==> src/inc/rpo_pkg.sv <==
package rpo_pkg;
  // bank geometry
  localparam int MACRO_CELLS = 24;
  localparam int GROUP_SIZE = 12;
  localparam int TOTAL_REGS = 48;
  // power-up reset interval in ns, typical and longest
  localparam int PUR_TYP_NS = 600;
  localparam int PUR_MAX_NS = 1000;
  localparam int CLK_PERIOD_NS = 8;
  // longest time rounds down
  localparam int PUR_CYCLES = PUR_MAX_NS / CLK_PERIOD_NS;
  // register map offsets
  localparam logic [7:0] OFS_CTRL = 8'h00;
  localparam logic [7:0] OFS_STATUS = 8'h04;
  localparam logic [7:0] OFS_BANK1 = 8'h08;
  localparam logic [7:0] OFS_BANK2 = 8'h0C;
  localparam logic [7:0] OFS_POL = 8'h10;
  // control field positions
  localparam int CTRL_FUSE_BIT = 0;
  // status field positions
  localparam int ST_PRELOAD_BIT = 0;
  localparam int ST_OBSERVE_BIT = 1;
  localparam int ST_FUSE_BIT = 2;
  localparam int ST_PUR_BIT = 3;
  // reset values
  localparam logic [23:0] POL_RESET = 24'h00_0000;
  // group select codes {parity, pair}
  typedef enum logic [1:0] {
    RPO_EVEN_FIRST = 2'b00,
    RPO_EVEN_SECOND = 2'b01,
    RPO_ODD_FIRST = 2'b10,
    RPO_ODD_SECOND = 2'b11
  } rpo_group_type;
endpackage

==> src/inc/rpo_load_if.sv <==
`timescale 1ns/1ps
interface rpo_load_if;
  logic strobe;
  logic [1:0] group;
  logic [11:0] data;
  logic [23:0] hit;
  logic [11:0] value;
  modport ctl (output strobe, output group, output data, input hit,
               input value);
  modport dec (input strobe, input group, input data, output hit,
               output value);
endinterface

==> src/verilog/rpo_group_dec.sv <==
`timescale 1ns/1ps
module rpo_group_dec (
  // load request carrier
  rpo_load_if.dec ld,
  // which bank the decode is for
  input wire logic for_q2
);
  logic [1:0] sel;
  assign sel = ld.group;
  // cell hit on every second cell, 12 in all, for the addressed group
  always_comb begin
    ld.hit = '0;
    for (int i = 0; i < rpo_pkg::GROUP_SIZE; i++) begin
      if (ld.strobe && (sel[0] == for_q2)) begin
        ld.hit[2*i + int'(sel[1])] = 1'b1;
      end
    end
  end
  assign ld.value = ld.data;
endmodule

==> src/verilog/rpo_sync2.sv <==
`timescale 1ns/1ps
module rpo_sync2 #(
  parameter int W = 1
) (
  // clock and reset
  input wire logic pclk,
  input wire logic presetn,
  input wire logic ce,
  // async in, synced out
  input wire logic [W-1:0] d,
  output logic [W-1:0] q
);
  logic [W-1:0] meta_r;
  // two-flop synchroniser
  always_ff @(posedge pclk or negedge presetn) begin
    if (!presetn) begin
      meta_r <= '0;
      q <= '0;
    end else if (ce) begin
      meta_r <= d;
      q <= meta_r;
    end
  end
endmodule

==> src/verilog/rpo_top.sv <==
`timescale 1ns/1ps
// Function
// - each register loadable high or low without the functional clock
// - odd pin high sets selected register, low clears it
// - forced value ignores polarity and configuration bits
// - load strobe pulse loads one group of 12 registers together
// - pair and parity selects pick the group; others unchanged
// - observe mode drives second-register bank onto enabled outputs
// - after power-up all registers clear low
// - outputs after reset follow polarity applied to cleared value
// - programmed fuse makes outputs read programmed during verify
// - programmed fuse disables preload and observe modes
// - fuse acts immediately; programmer sets it last
// - each macrocell has first and second register, 48 total
module rpo_top #(
  parameter int CELLS = rpo_pkg::MACRO_CELLS,
  parameter int PUR_COUNT = rpo_pkg::PUR_CYCLES
) (
  // clock, reset, enable
  input wire logic pclk,
  input wire logic presetn,
  input wire logic clk_en,
  // apb slave
  input wire logic psel,
  input wire logic penable,
  input wire logic pwrite,
  input wire logic [7:0] paddr,
  input wire logic [31:0] pwdata,
  output logic [31:0] prdata,
  output logic pready,
  output logic pslverr,
  // test pins (asynchronous)
  input wire logic special_mode_lead,
  input wire logic observe_mode_lead,
  input wire logic load_strobe,
  input wire logic pair_select,
  input wire logic parity_select,
  input wire logic verify_read,
  input wire logic [11:0] odd_io_in,
  // functional next-state from the array
  input wire logic func_clk_en,
  input wire logic [23:0] func_d1,
  input wire logic [23:0] func_d2,
  input wire logic [23:0] func_oe,
  // output pins
  output logic [23:0] io_out,
  output logic [23:0] io_oe
);
  logic [23:0] first_macrocell_register_r;
  logic [23:0] second_macrocell_register_r;
  logic [23:0] pol_r;
  logic fuse_r;
  logic [$clog2(PUR_COUNT+1)-1:0] pur_cnt_r;
  logic pur_busy;
  logic [17:0] pin_s;
  logic strobe_d_r;
  logic preload_mode;
  logic observe_mode;
  logic load_pulse;
  logic [23:0] b1_hit;
  logic [23:0] b2_hit;
  logic [11:0] b1_val;
  logic [11:0] b2_val;
  logic [23:0] b1_nxt;
  logic [23:0] b2_nxt;
  logic [23:0] shown;
  logic wr_en;
  logic rd_en;
  logic addr_ok;

  // pins pass two flops first
  rpo_sync2 #(.W(18)) u_sync (
    .pclk(pclk),
    .presetn(presetn),
    .ce(clk_en),
    .d({special_mode_lead, observe_mode_lead, load_strobe, pair_select,
        parity_select, verify_read, odd_io_in}),
    .q(pin_s)
  );

  // mode qualification, fuse blocks both
  assign preload_mode = pin_s[17] && !fuse_r;
  assign observe_mode = pin_s[16] && !fuse_r;

  // rising edge of load strobe
  always_ff @(posedge pclk or negedge presetn) begin
    if (!presetn) begin
      strobe_d_r <= 1'b0;
    end else if (clk_en) begin
      strobe_d_r <= pin_s[15];
    end
  end
  assign load_pulse = preload_mode && pin_s[15] && !strobe_d_r;

  // group decode per bank
  rpo_load_if ld1 ();
  rpo_load_if ld2 ();
  assign ld1.strobe = load_pulse;
  assign ld1.group = {pin_s[13], pin_s[14]};
  assign ld1.data = pin_s[11:0];
  assign ld2.strobe = load_pulse;
  assign ld2.group = {pin_s[13], pin_s[14]};
  assign ld2.data = pin_s[11:0];
  assign b1_hit = ld1.hit;
  assign b2_hit = ld2.hit;
  assign b1_val = ld1.value;
  assign b2_val = ld2.value;

  rpo_group_dec u_dec1 (
    .ld(ld1.dec),
    .for_q2(1'b0)
  );

  rpo_group_dec u_dec2 (
    .ld(ld2.dec),
    .for_q2(1'b1)
  );

  // power-up reset interval counter
  always_ff @(posedge pclk or negedge presetn) begin
    if (!presetn) begin
      pur_cnt_r <= '0;
    end else if (clk_en && pur_busy) begin
      pur_cnt_r <= pur_cnt_r + 1'b1;
    end
  end
  assign pur_busy = (pur_cnt_r < ($clog2(PUR_COUNT+1))'(PUR_COUNT));

  // next register values: preload overrides functional clocking
  genvar g;
  generate
    for (g = 0; g < CELLS; g++) begin : g_cell
      localparam int K = g / 2;
      always_comb begin
        b1_nxt[g] = first_macrocell_register_r[g];
        b2_nxt[g] = second_macrocell_register_r[g];
        if (b1_hit[g]) begin
          b1_nxt[g] = b1_val[K];
        end else if (!preload_mode && func_clk_en && !pur_busy) begin
          b1_nxt[g] = func_d1[g];
        end
        if (b2_hit[g]) begin
          b2_nxt[g] = b2_val[K];
        end else if (!preload_mode && func_clk_en && !pur_busy) begin
          b2_nxt[g] = func_d2[g];
        end
      end
    end
  endgenerate

  // first register bank, cleared at power-up
  always_ff @(posedge pclk or negedge presetn) begin
    if (!presetn) begin
      first_macrocell_register_r <= '0;
    end else if (clk_en) begin
      first_macrocell_register_r <= b1_nxt;
    end
  end

  // second register bank, cleared at power-up
  always_ff @(posedge pclk or negedge presetn) begin
    if (!presetn) begin
      second_macrocell_register_r <= '0;
    end else if (clk_en) begin
      second_macrocell_register_r <= b2_nxt;
    end
  end

  // apb decode, zero wait states
  assign addr_ok = (paddr == rpo_pkg::OFS_CTRL) ||
                   (paddr == rpo_pkg::OFS_STATUS) ||
                   (paddr == rpo_pkg::OFS_BANK1) ||
                   (paddr == rpo_pkg::OFS_BANK2) ||
                   (paddr == rpo_pkg::OFS_POL);
  assign wr_en = psel && penable && pwrite && clk_en;
  assign rd_en = psel && penable && !pwrite;
  assign pready = 1'b1;
  assign pslverr = psel && penable && !addr_ok;

  // security fuse, one-time set, effective at once
  always_ff @(posedge pclk or negedge presetn) begin
    if (!presetn) begin
      fuse_r <= 1'b0;
    end else if (wr_en && paddr == rpo_pkg::OFS_CTRL &&
                 pwdata[rpo_pkg::CTRL_FUSE_BIT]) begin
      fuse_r <= 1'b1;
    end
  end

  // output polarity configuration
  always_ff @(posedge pclk or negedge presetn) begin
    if (!presetn) begin
      pol_r <= rpo_pkg::POL_RESET;
    end else if (wr_en && paddr == rpo_pkg::OFS_POL) begin
      pol_r <= pwdata[23:0];
    end
  end

  // read data mux, fuse hides both banks whatever verify does
  always_comb begin
    prdata = '0;
    if (rd_en) begin
      case (paddr)
        rpo_pkg::OFS_CTRL: prdata[rpo_pkg::CTRL_FUSE_BIT] = fuse_r;
        rpo_pkg::OFS_STATUS: begin
          prdata[rpo_pkg::ST_PRELOAD_BIT] = preload_mode;
          prdata[rpo_pkg::ST_OBSERVE_BIT] = observe_mode;
          prdata[rpo_pkg::ST_FUSE_BIT] = fuse_r;
          prdata[rpo_pkg::ST_PUR_BIT] = pur_busy;
        end
        rpo_pkg::OFS_BANK1: prdata[23:0] = fuse_r ? '1 :
          first_macrocell_register_r;
        rpo_pkg::OFS_BANK2: prdata[23:0] = fuse_r ? '1 :
          second_macrocell_register_r;
        rpo_pkg::OFS_POL: prdata[23:0] = pol_r;
        default: prdata = '0;
      endcase
    end
  end

  // pin view: observe picks second bank as is, else first bank with polarity applied
  always_comb begin
    if (observe_mode) begin
      shown = second_macrocell_register_r;
    end else begin
      shown = first_macrocell_register_r ^ pol_r;
    end
  end

  // output pins registered; verify with fuse reads programmed (all high)
  always_ff @(posedge pclk or negedge presetn) begin
    if (!presetn) begin
      io_out <= '0;
      io_oe <= '0;
    end else if (clk_en) begin
      io_oe <= func_oe;
      if (pin_s[12] && fuse_r) begin
        io_out <= '1;
      end else begin
        io_out <= shown;
      end
    end
  end
endmodule

==> config.mk <==
export PLATFORM = sky130hd
export DESIGN_NAME = rpo_top
export DESIGN_NICKNAME = d
export VERILOG_FILES = /design/src/inc/rpo_pkg.sv /design/src/inc/rpo_load_if.sv /design/src/verilog/rpo_group_dec.sv /design/src/verilog/rpo_sync2.sv /design/src/verilog/rpo_top.sv
export SDC_FILE = /design/constraint.sdc
export NUM_CORES = 1
export LEC_CHECK = 0
export CORE_UTILIZATION = 50
export DETAILED_ROUTE_END_ITERATION = 12
export DONT_BUFFER_PORTS = 1
export GPL_TIMING_DRIVEN = 0
export SLEW_MARGIN = 0
export SYNTH_ARGS = -nofsm -noshare
export SYNTH_HDL_FRONTEND = slang
export SYNTH_SLANG_ARGS = --single-unit
==> constraint.sdc <==
create_clock -name pclk -period 2.2 [get_ports pclk]
set_clock_uncertainty 0.2 [all_clocks]
set_input_delay 0.11 -clock pclk [delete_from_list [all_inputs] [get_ports pclk]]
set_output_delay 0.11 -clock pclk [all_outputs]
set_load 0.02 [all_outputs]
==> results by group, run 1 <==
Synth
  – Synth top cells by count: mux2_2, dfrtp_1, nor2_1
  – Most numerous cell in the Yosys netlist: mux2_2
  – Post-Syn Area: 0.00852 mm2
  – Synth Flop Type: dfrtp_1
  – Sequential area share after synthesis: 48.5%
  – Largest cells by area after synthesis: dfrtp_1, mux2_2, o2bb2ai_1
  – Ys async rst share: 100%
  – Mapped Cells: 709
  – YS warnings: 0
  – Yosys reg bits: 165
  – Top-area cell type share of the netlist area: 48.5%
  – Largest area contributor in the netlist: dfrtp_1
  – Avg Cell Area, Syn: 12.0 um2
  – Cell variety after synth: 44
  – EDFF count, synth: 0

Status
  – Failing checks: hold timing
  – Status: finished with violations

Detailed routing
  – Via count: 6,393
  – Routed vias/inst: 5.86
  – Drt first pass iters: 5
  – Final WL: 25,300 um
  – DRT iter0 DRCs: 416
  – Drt drc: 0
  – ANT nets after route: 0
  – Routed len/inst: 23.2 um

Floorplan
  – Die X-Extent: 133 um
  – Ports: 219
  – Core Region: 0.0166 mm2
  – Die ar.: 0.0176 mm2
  – Num rows: 47
  – Die height: 133 um
  – Starting Density: 51.4%

CTS
  – CTS sink cnt: 165
  – Clk slew on worst S/H paths: 0.07 ns
  – CTS H-tree lvls: 4
  – CTS Root Cell: clkbuf_16
  – Clock Path Buffers: 2
  – CTS tree: yes
  – TritonCTS Buffers: 17
  – Clk Latency, worst-skew pair: 0.44 ns
  – Hold_buf cts: 117

Worst setup path
  – Setup crit end kind: flop
  – Arr. time, crit path: 2.32 ns
  – CP required: 2.32 ns
  – CP Class: reg2reg
  – Element type at the critical path start: flop
  – Critical Path Fanout Max: 10

Global route
  – Largest net degree at the start of global routing: 166
  – Initial antenna violation count: 0
  – Global Route Usage Sum: 29.5%
  – Gr ovfl total: 0
  – Vias in the first global route: 6,792
  – First-pass GRT wire length: 39,100 um

Layout
  – Post-layout util: 65.8%
  – Area of the multi-input gates: 0.00431 mm2
  – ANT cells: 0
  – Layout cells sized above 1: 34.9%
  – FF+latch area: 0.00413 mm2
  – Area delta synth->final: 28.1%
  – Fin nets: 996
  – # fillers: 1,324
  – Fin area: 0.0109 mm2

Power and ir drop
  – Pwr Total: 7.42 mW
  – Clock share of power: 38.7%
  – Switching pwr: 2.12 mW
  – Pwr dens: 680 mW/mm2
  – Maximum VDD drop: 0.554 mV
  – Sequential Power Share: 50.4%
  – Int Pwr: 5.29 mW
  – Comb pwr share: 10.9%
  – Switch share: 28.6%
  – LEAKAGE: 4.93 nW

Timing
  – Worst Max-Slew Pin Slew: 0.717 ns
  – Highest Clock Rate: 455 MHz
  – WHS: -0.838 ns
  – Max-slew headroom: 52.2%
  – Min cycle time layout: 2.20 ns
  – RSZ-0062 raised after global routing: yes
  – Setup violators final: 0
  – Tcrit/Tclk final: 100%
  – Final Hold Viols: 165
  – Slew Limit Fails: 0

Placed design
  – Post-DP HPWL: 16,500 um
  – Final Wtd Congestion: 0.843
  – Placed cell area: 0.00882 mm2
  – PortBufs: 0

Flow run
  – Max Cap Viol: 0

Hold path
  – Hold WC Path Type: in2async
[sequential cells by signal, indices dropped and copies added (netlist names)]
register                     count
u_sync.meta_r                   18
io_out                          24
first_macrocell_register_r      24
fuse_r                           1
pur_cnt_r                        7
u_sync.q                        18
io_oe                           24
pol_r                           24
second_macrocell_register_r     24
strobe_d_r                       1
[area by class of cell]
class                   instances  area share, %
multi-input cells             490           39.6
flip-flops and latches        165           37.9
repair buffers                124           11.3
clock buffers                  18           4.03
plain buffers                  57           3.51
well taps                     220           2.52
clock inverters                14           1.09
inverters                       3          0.103
[placed cells by master, fill, tap and decap left out, drive strengths merged, types with 5 or more instances in the layout]
| master | n |
|---|---|
| a2bb2oi | 20 |
| buf | 42 |
| clkbuf | 40 |
| clkinv | 8 |
| conb | 9 |
| dfrtp | 165 |
| dlygate4sd3 | 117 |
| inv | 8 |
| mux2 | 206 |
| nand2 | 10 |
| nand4 | 5 |
| nor2 | 93 |
| o21ai | 35 |
| o2bb2ai | 43 |
| xnor2 | 5 |
| xor2 | 25 |
[per-stage QoR]
stage	hold slack [ns]	setup TNS [ns]	setup WS [ns]	cells
finish	-0.838	0	0.000260	1091
global placement	-0.379	-12.47	-0.327	936
global route	-0.855	-0.407	-0.0595	1091
floorplan	-0.386	0	0.179	716
detailed placement	-0.379	-13.73	-0.364	936
CTS	-0.841	-0.284	-0.0448	1086
[critical path, cell delays in order (launching register included)]
cell	delay [ns]
dfrtp_1	0.44
and4bb_2	0.30
nand3b_1	0.24
buf_6	0.26
mux2_2	0.36
mux2_2	0.27
[per-layer routing]
layer | share of wire (%) | vias up | GRT usage, %
li1 | - | 2813 | -
met1 | 42 | 3253 | 39.2
met2 | 47 | 277 | 46.8
met3 | 7.3 | 50 | 7.20
met4 | 3.0 | 0 | 11.6
met5 | 0 | - | 0
[repair_timing]
action | 4_1_cts | 5_1_grt
endpoints found under the setup margin | 86 | 64
pin swaps | 2 | 1
gates resized for setup | 55 | 41
buffers inserted | 1 | 3
hold endpoints to repair | 280 | 165
cloned | 1 | 2
[power by group through the flow]
stage | sequential [mW] | combinational [mW] | clock (mW)
final | 3.74 | 0.809 | 2.87
after global routing | 3.78 | 0.877 | 3.02
after CTS | 3.73 | 0.798 | 2.90
after detailed placement | 3.77 | 0.635 | 0
after global placement | 3.75 | 0.612 | 0
after floorplan | 3.67 | 0.518 | 0
[kinds of logic (layout without fill, tap and decap cells)]
family	Yosys count	count (layout)	synth area share, %
xor gates and xnor gates	30	30	3.09
adders and majority gates	1	1	0.147
AOI/OAI and AO/OA	115	115	10.1
DFF	165	165	48.5
buffers and inverters	61	216	3.91
and+or+nand+nor	129	129	6.95
muxes	206	206	27.2
other	2	9	0.0882
[final timing paths]
check	depth (start not counted)	startpoint	slack [ns]	end
worst max-delay path	5	u_sync.q[17]$_DFFE_PN0P_	0.0003	second_macrocell_register_r[0]$_DFFE_PN0P_
worst min-delay path	0	presetn	-0.84	u_sync.q[5]$_DFFE_PN0P_
worst max register to register	5	u_sync.q[17]$_DFFE_PN0P_	0.0003	second_macrocell_register_r[0]$_DFFE_PN0P_
worst min register to register	1	pur_cnt_r[6]$_DFFE_PN0P_	0.30	pur_cnt_r[6]$_DFFE_PN0P_
max in group asynchronous	0	presetn	2.39	u_sync.q[16]$_DFFE_PN0P_
min in group pclk	3	paddr[4]	0.02	fuse_r$_DFFE_PN0P_
Note: power is estimated with default switching activity, not from simulation.
==> inputs of run 2 (changes only) <==
Clock period 2.2 ns to 2.1 ns, I/O delays scaled along.
==> run 2 against run 1 <==
The run ends with hold timing, setup timing left. Wire length is 3.4% higher. Maximum frequency is 1.4% higher. Sequential power is 5% higher. Sequential cell count stayed put. Critical path depth stayed put. Combinational power is 8.2% higher.
==> results by group, run 2 (synthesis gave the netlist of run 1 again) <==
Status
  – Status: finished with violations
  – Failing checks: hold timing, setup timing

Hold path
  – Hold WC Path Type: in2async

Detailed routing
  – ANT nets after route: 0
  – Routed len/inst: 23.8 um
  – WL met1: 10,900 um
  – Via count: 6,572
  – Met2 WL: 12,300 um
  – Drt first pass iters: 5
  – Routed vias/inst: 5.97
  – Highest metal used: met4
  – DR WL met3: 2100 um
  – Drt drc: 0
  – DRT iter0 DRCs: 419
  – Final WL: 26,200 um

Timing
  – Worst Max-Slew Pin Slew: 0.625 ns
  – Post-route setup slack: -0.0687 ns
  – Setup violators final: 39
  – Tcrit/Tclk final: 103%
  – Highest Clock Rate: 461 MHz
  – Min cycle time layout: 2.17 ns
  – Slew Limit Fails: 0
  – RSZ-0062 raised after global routing: yes
  – Setup TNS: -1.44 ns
  – WHS: -0.844 ns
  – Max-slew headroom: 58.3%
  – Final Hold Viols: 165

Floorplan
  – Die height: 133 um
  – Num rows: 47
  – Ports: 219
  – Die X-Extent: 133 um
  – Die ar.: 0.0176 mm2
  – Core Region: 0.0166 mm2
  – Starting Density: 51.4%

Worst setup path
  – CP Class: reg2reg
  – CP required: 2.22 ns
  – Element type at the critical path start: flop
  – Arr. time, crit path: 2.29 ns
  – Critical Path Fanout Max: 5
  – Setup crit end kind: flop

CTS
  – CTS H-tree lvls: 4
  – CTS tree: yes
  – Clk slew on worst S/H paths: 0.07 ns
  – Clk Latency, worst-skew pair: 0.43 ns
  – CTS sink cnt: 165
  – TritonCTS Buffers: 17
  – Clock Path Buffers: 2
  – CTS Root Cell: clkbuf_16

Layout
  – Most frequent cells in the layout: dfrtp_1, mux2_2, dlygate4sd3_1
  – # fillers: 1,284
  – Layout cells sized above 1: 36.6%
  – ANT cells: 0
  – Most common cell after layout, fill and taps aside: dfrtp_1
  – Area delta synth->final: 32.1%
  – Fin nets: 1,005

Global route
  – Initial antenna violation count: 0
  – Largest net degree at the start of global routing: 166
  – Vias in the first global route: 6,818
  – Global Route Usage Sum: 30.0%
  – First-pass GRT wire length: 39,500 um
  – Gr ovfl total: 0

Placed design
  – Final Wtd Congestion: 0.843
  – Post-DP HPWL: 16,500 um
  – PortBufs: 0

Power and ir drop
  – Pwr dens: 694 mW/mm2
  – Pwr Total: 7.81 mW
  – Maximum VDD drop: 0.582 mV
  – LEAKAGE: 5.08 nW

Flow run
  – Max Cap Viol: 0
[run 2: cell count changes in the layout (fill, tap and decap cells not counted), moves of 2 or more]
cell	previous run	this run
clkbuf_2	4	6
mux2_4	6	46
mux2_2	180	140
a2bb2oi_1	18	14
buf_4	14	19
buf_12	0	2
clkbuf_4	4	2
a2bb2oi_2	2	6
clkbuf_1	14	11
o21ai_0	32	30
buf_8	2	4
[run 2: worst max-delay path: stages, from the launching register on]
cell,delay [ns]
dfrtp_1,0.44
and4bb_2,0.39
and3_4,0.28
clkbuf_16,0.19
mux2_4,0.30
mux2_2,0.26
[run 2: repair_timing]
| action | CTS | global route |
|---|---|---|
| resized for setup | 89 | 82 |
| buffers inserted | 7 | 2 |
| hold buffers | 117 | 1 |
| cloned | 2 | 4 |
| endpoints found under the setup margin | 93 | 79 |
| hold endpoints to repair | 280 | 166 |
| pin swaps | 6 | 9 |
[run 2: area by class of cell]
type,count,area [um2],share of cell area (%)
well taps,220,275,2.45
flip-flops and latches,165,4130,36.7
multi-input cells,490,4510,40.1
repair buffers,133,1340,11.9
inverters,3,11.3,0.100
plain buffers,57,427,3.79
clock inverters,14,119,1.06
clock buffers,18,439,3.90
[run 2: path summary, 6_finish.rpt]
check                      slack, ns                                           to                     startpoint  cells after the start
max reg2reg                    -0.07  second_macrocell_register_r[17]$_DFFE_PN0P_             fuse_r$_DFFE_PN0P_                      5
min reg2reg                     0.31                u_sync.meta_r[17]$_DFFE_PN0P_  u_sync.meta_r[17]$_DFFE_PN0P_                      1
max                            -0.07  second_macrocell_register_r[17]$_DFFE_PN0P_             fuse_r$_DFFE_PN0P_                      5
min in group pclk               0.08                     pur_cnt_r[0]$_DFFE_PN0P_                         clk_en                      3
min                            -0.84                      u_sync.q[5]$_DFFE_PN0P_                        presetn                      0
max in group asynchronous       2.28                     u_sync.q[16]$_DFFE_PN0P_                        presetn                      0
[run 2: per-stage QoR]
stage          instances  setup WS, ns  hold WS, ns  cell area, um2  utilization (%)
2_1_floorplan        716        0.0793       -0.391            8540                -
3_3_place_gp         936        -0.422       -0.384            8820             53.2
3_5_place_dp         936        -0.459       -0.384            8820             53.2
4_1_cts             1093       -0.0297       -0.846           10900             65.7
5_1_grt             1100        -0.123       -0.859           11200             67.8
6_report            1100       -0.0687       -0.844           11200             67.8
[run 2: report_power, final]
part | switching, mW | leakage (nW) | internal, mW
Combinational | 0.353 | 2.71 | 0.523
Sequential | 0.462 | 2.10 | 3.47
Clock | 1.42 | 0.275 | 1.58
[run 2: metal layers]
layer | vias to the layer above | GRT usage (%)
met1 | 3358 | 39.2
met2 | 320 | 47.5
met5 | - | 0
met4 | 0 | 11.8
li1 | 2843 | -
met3 | 51 | 7.93
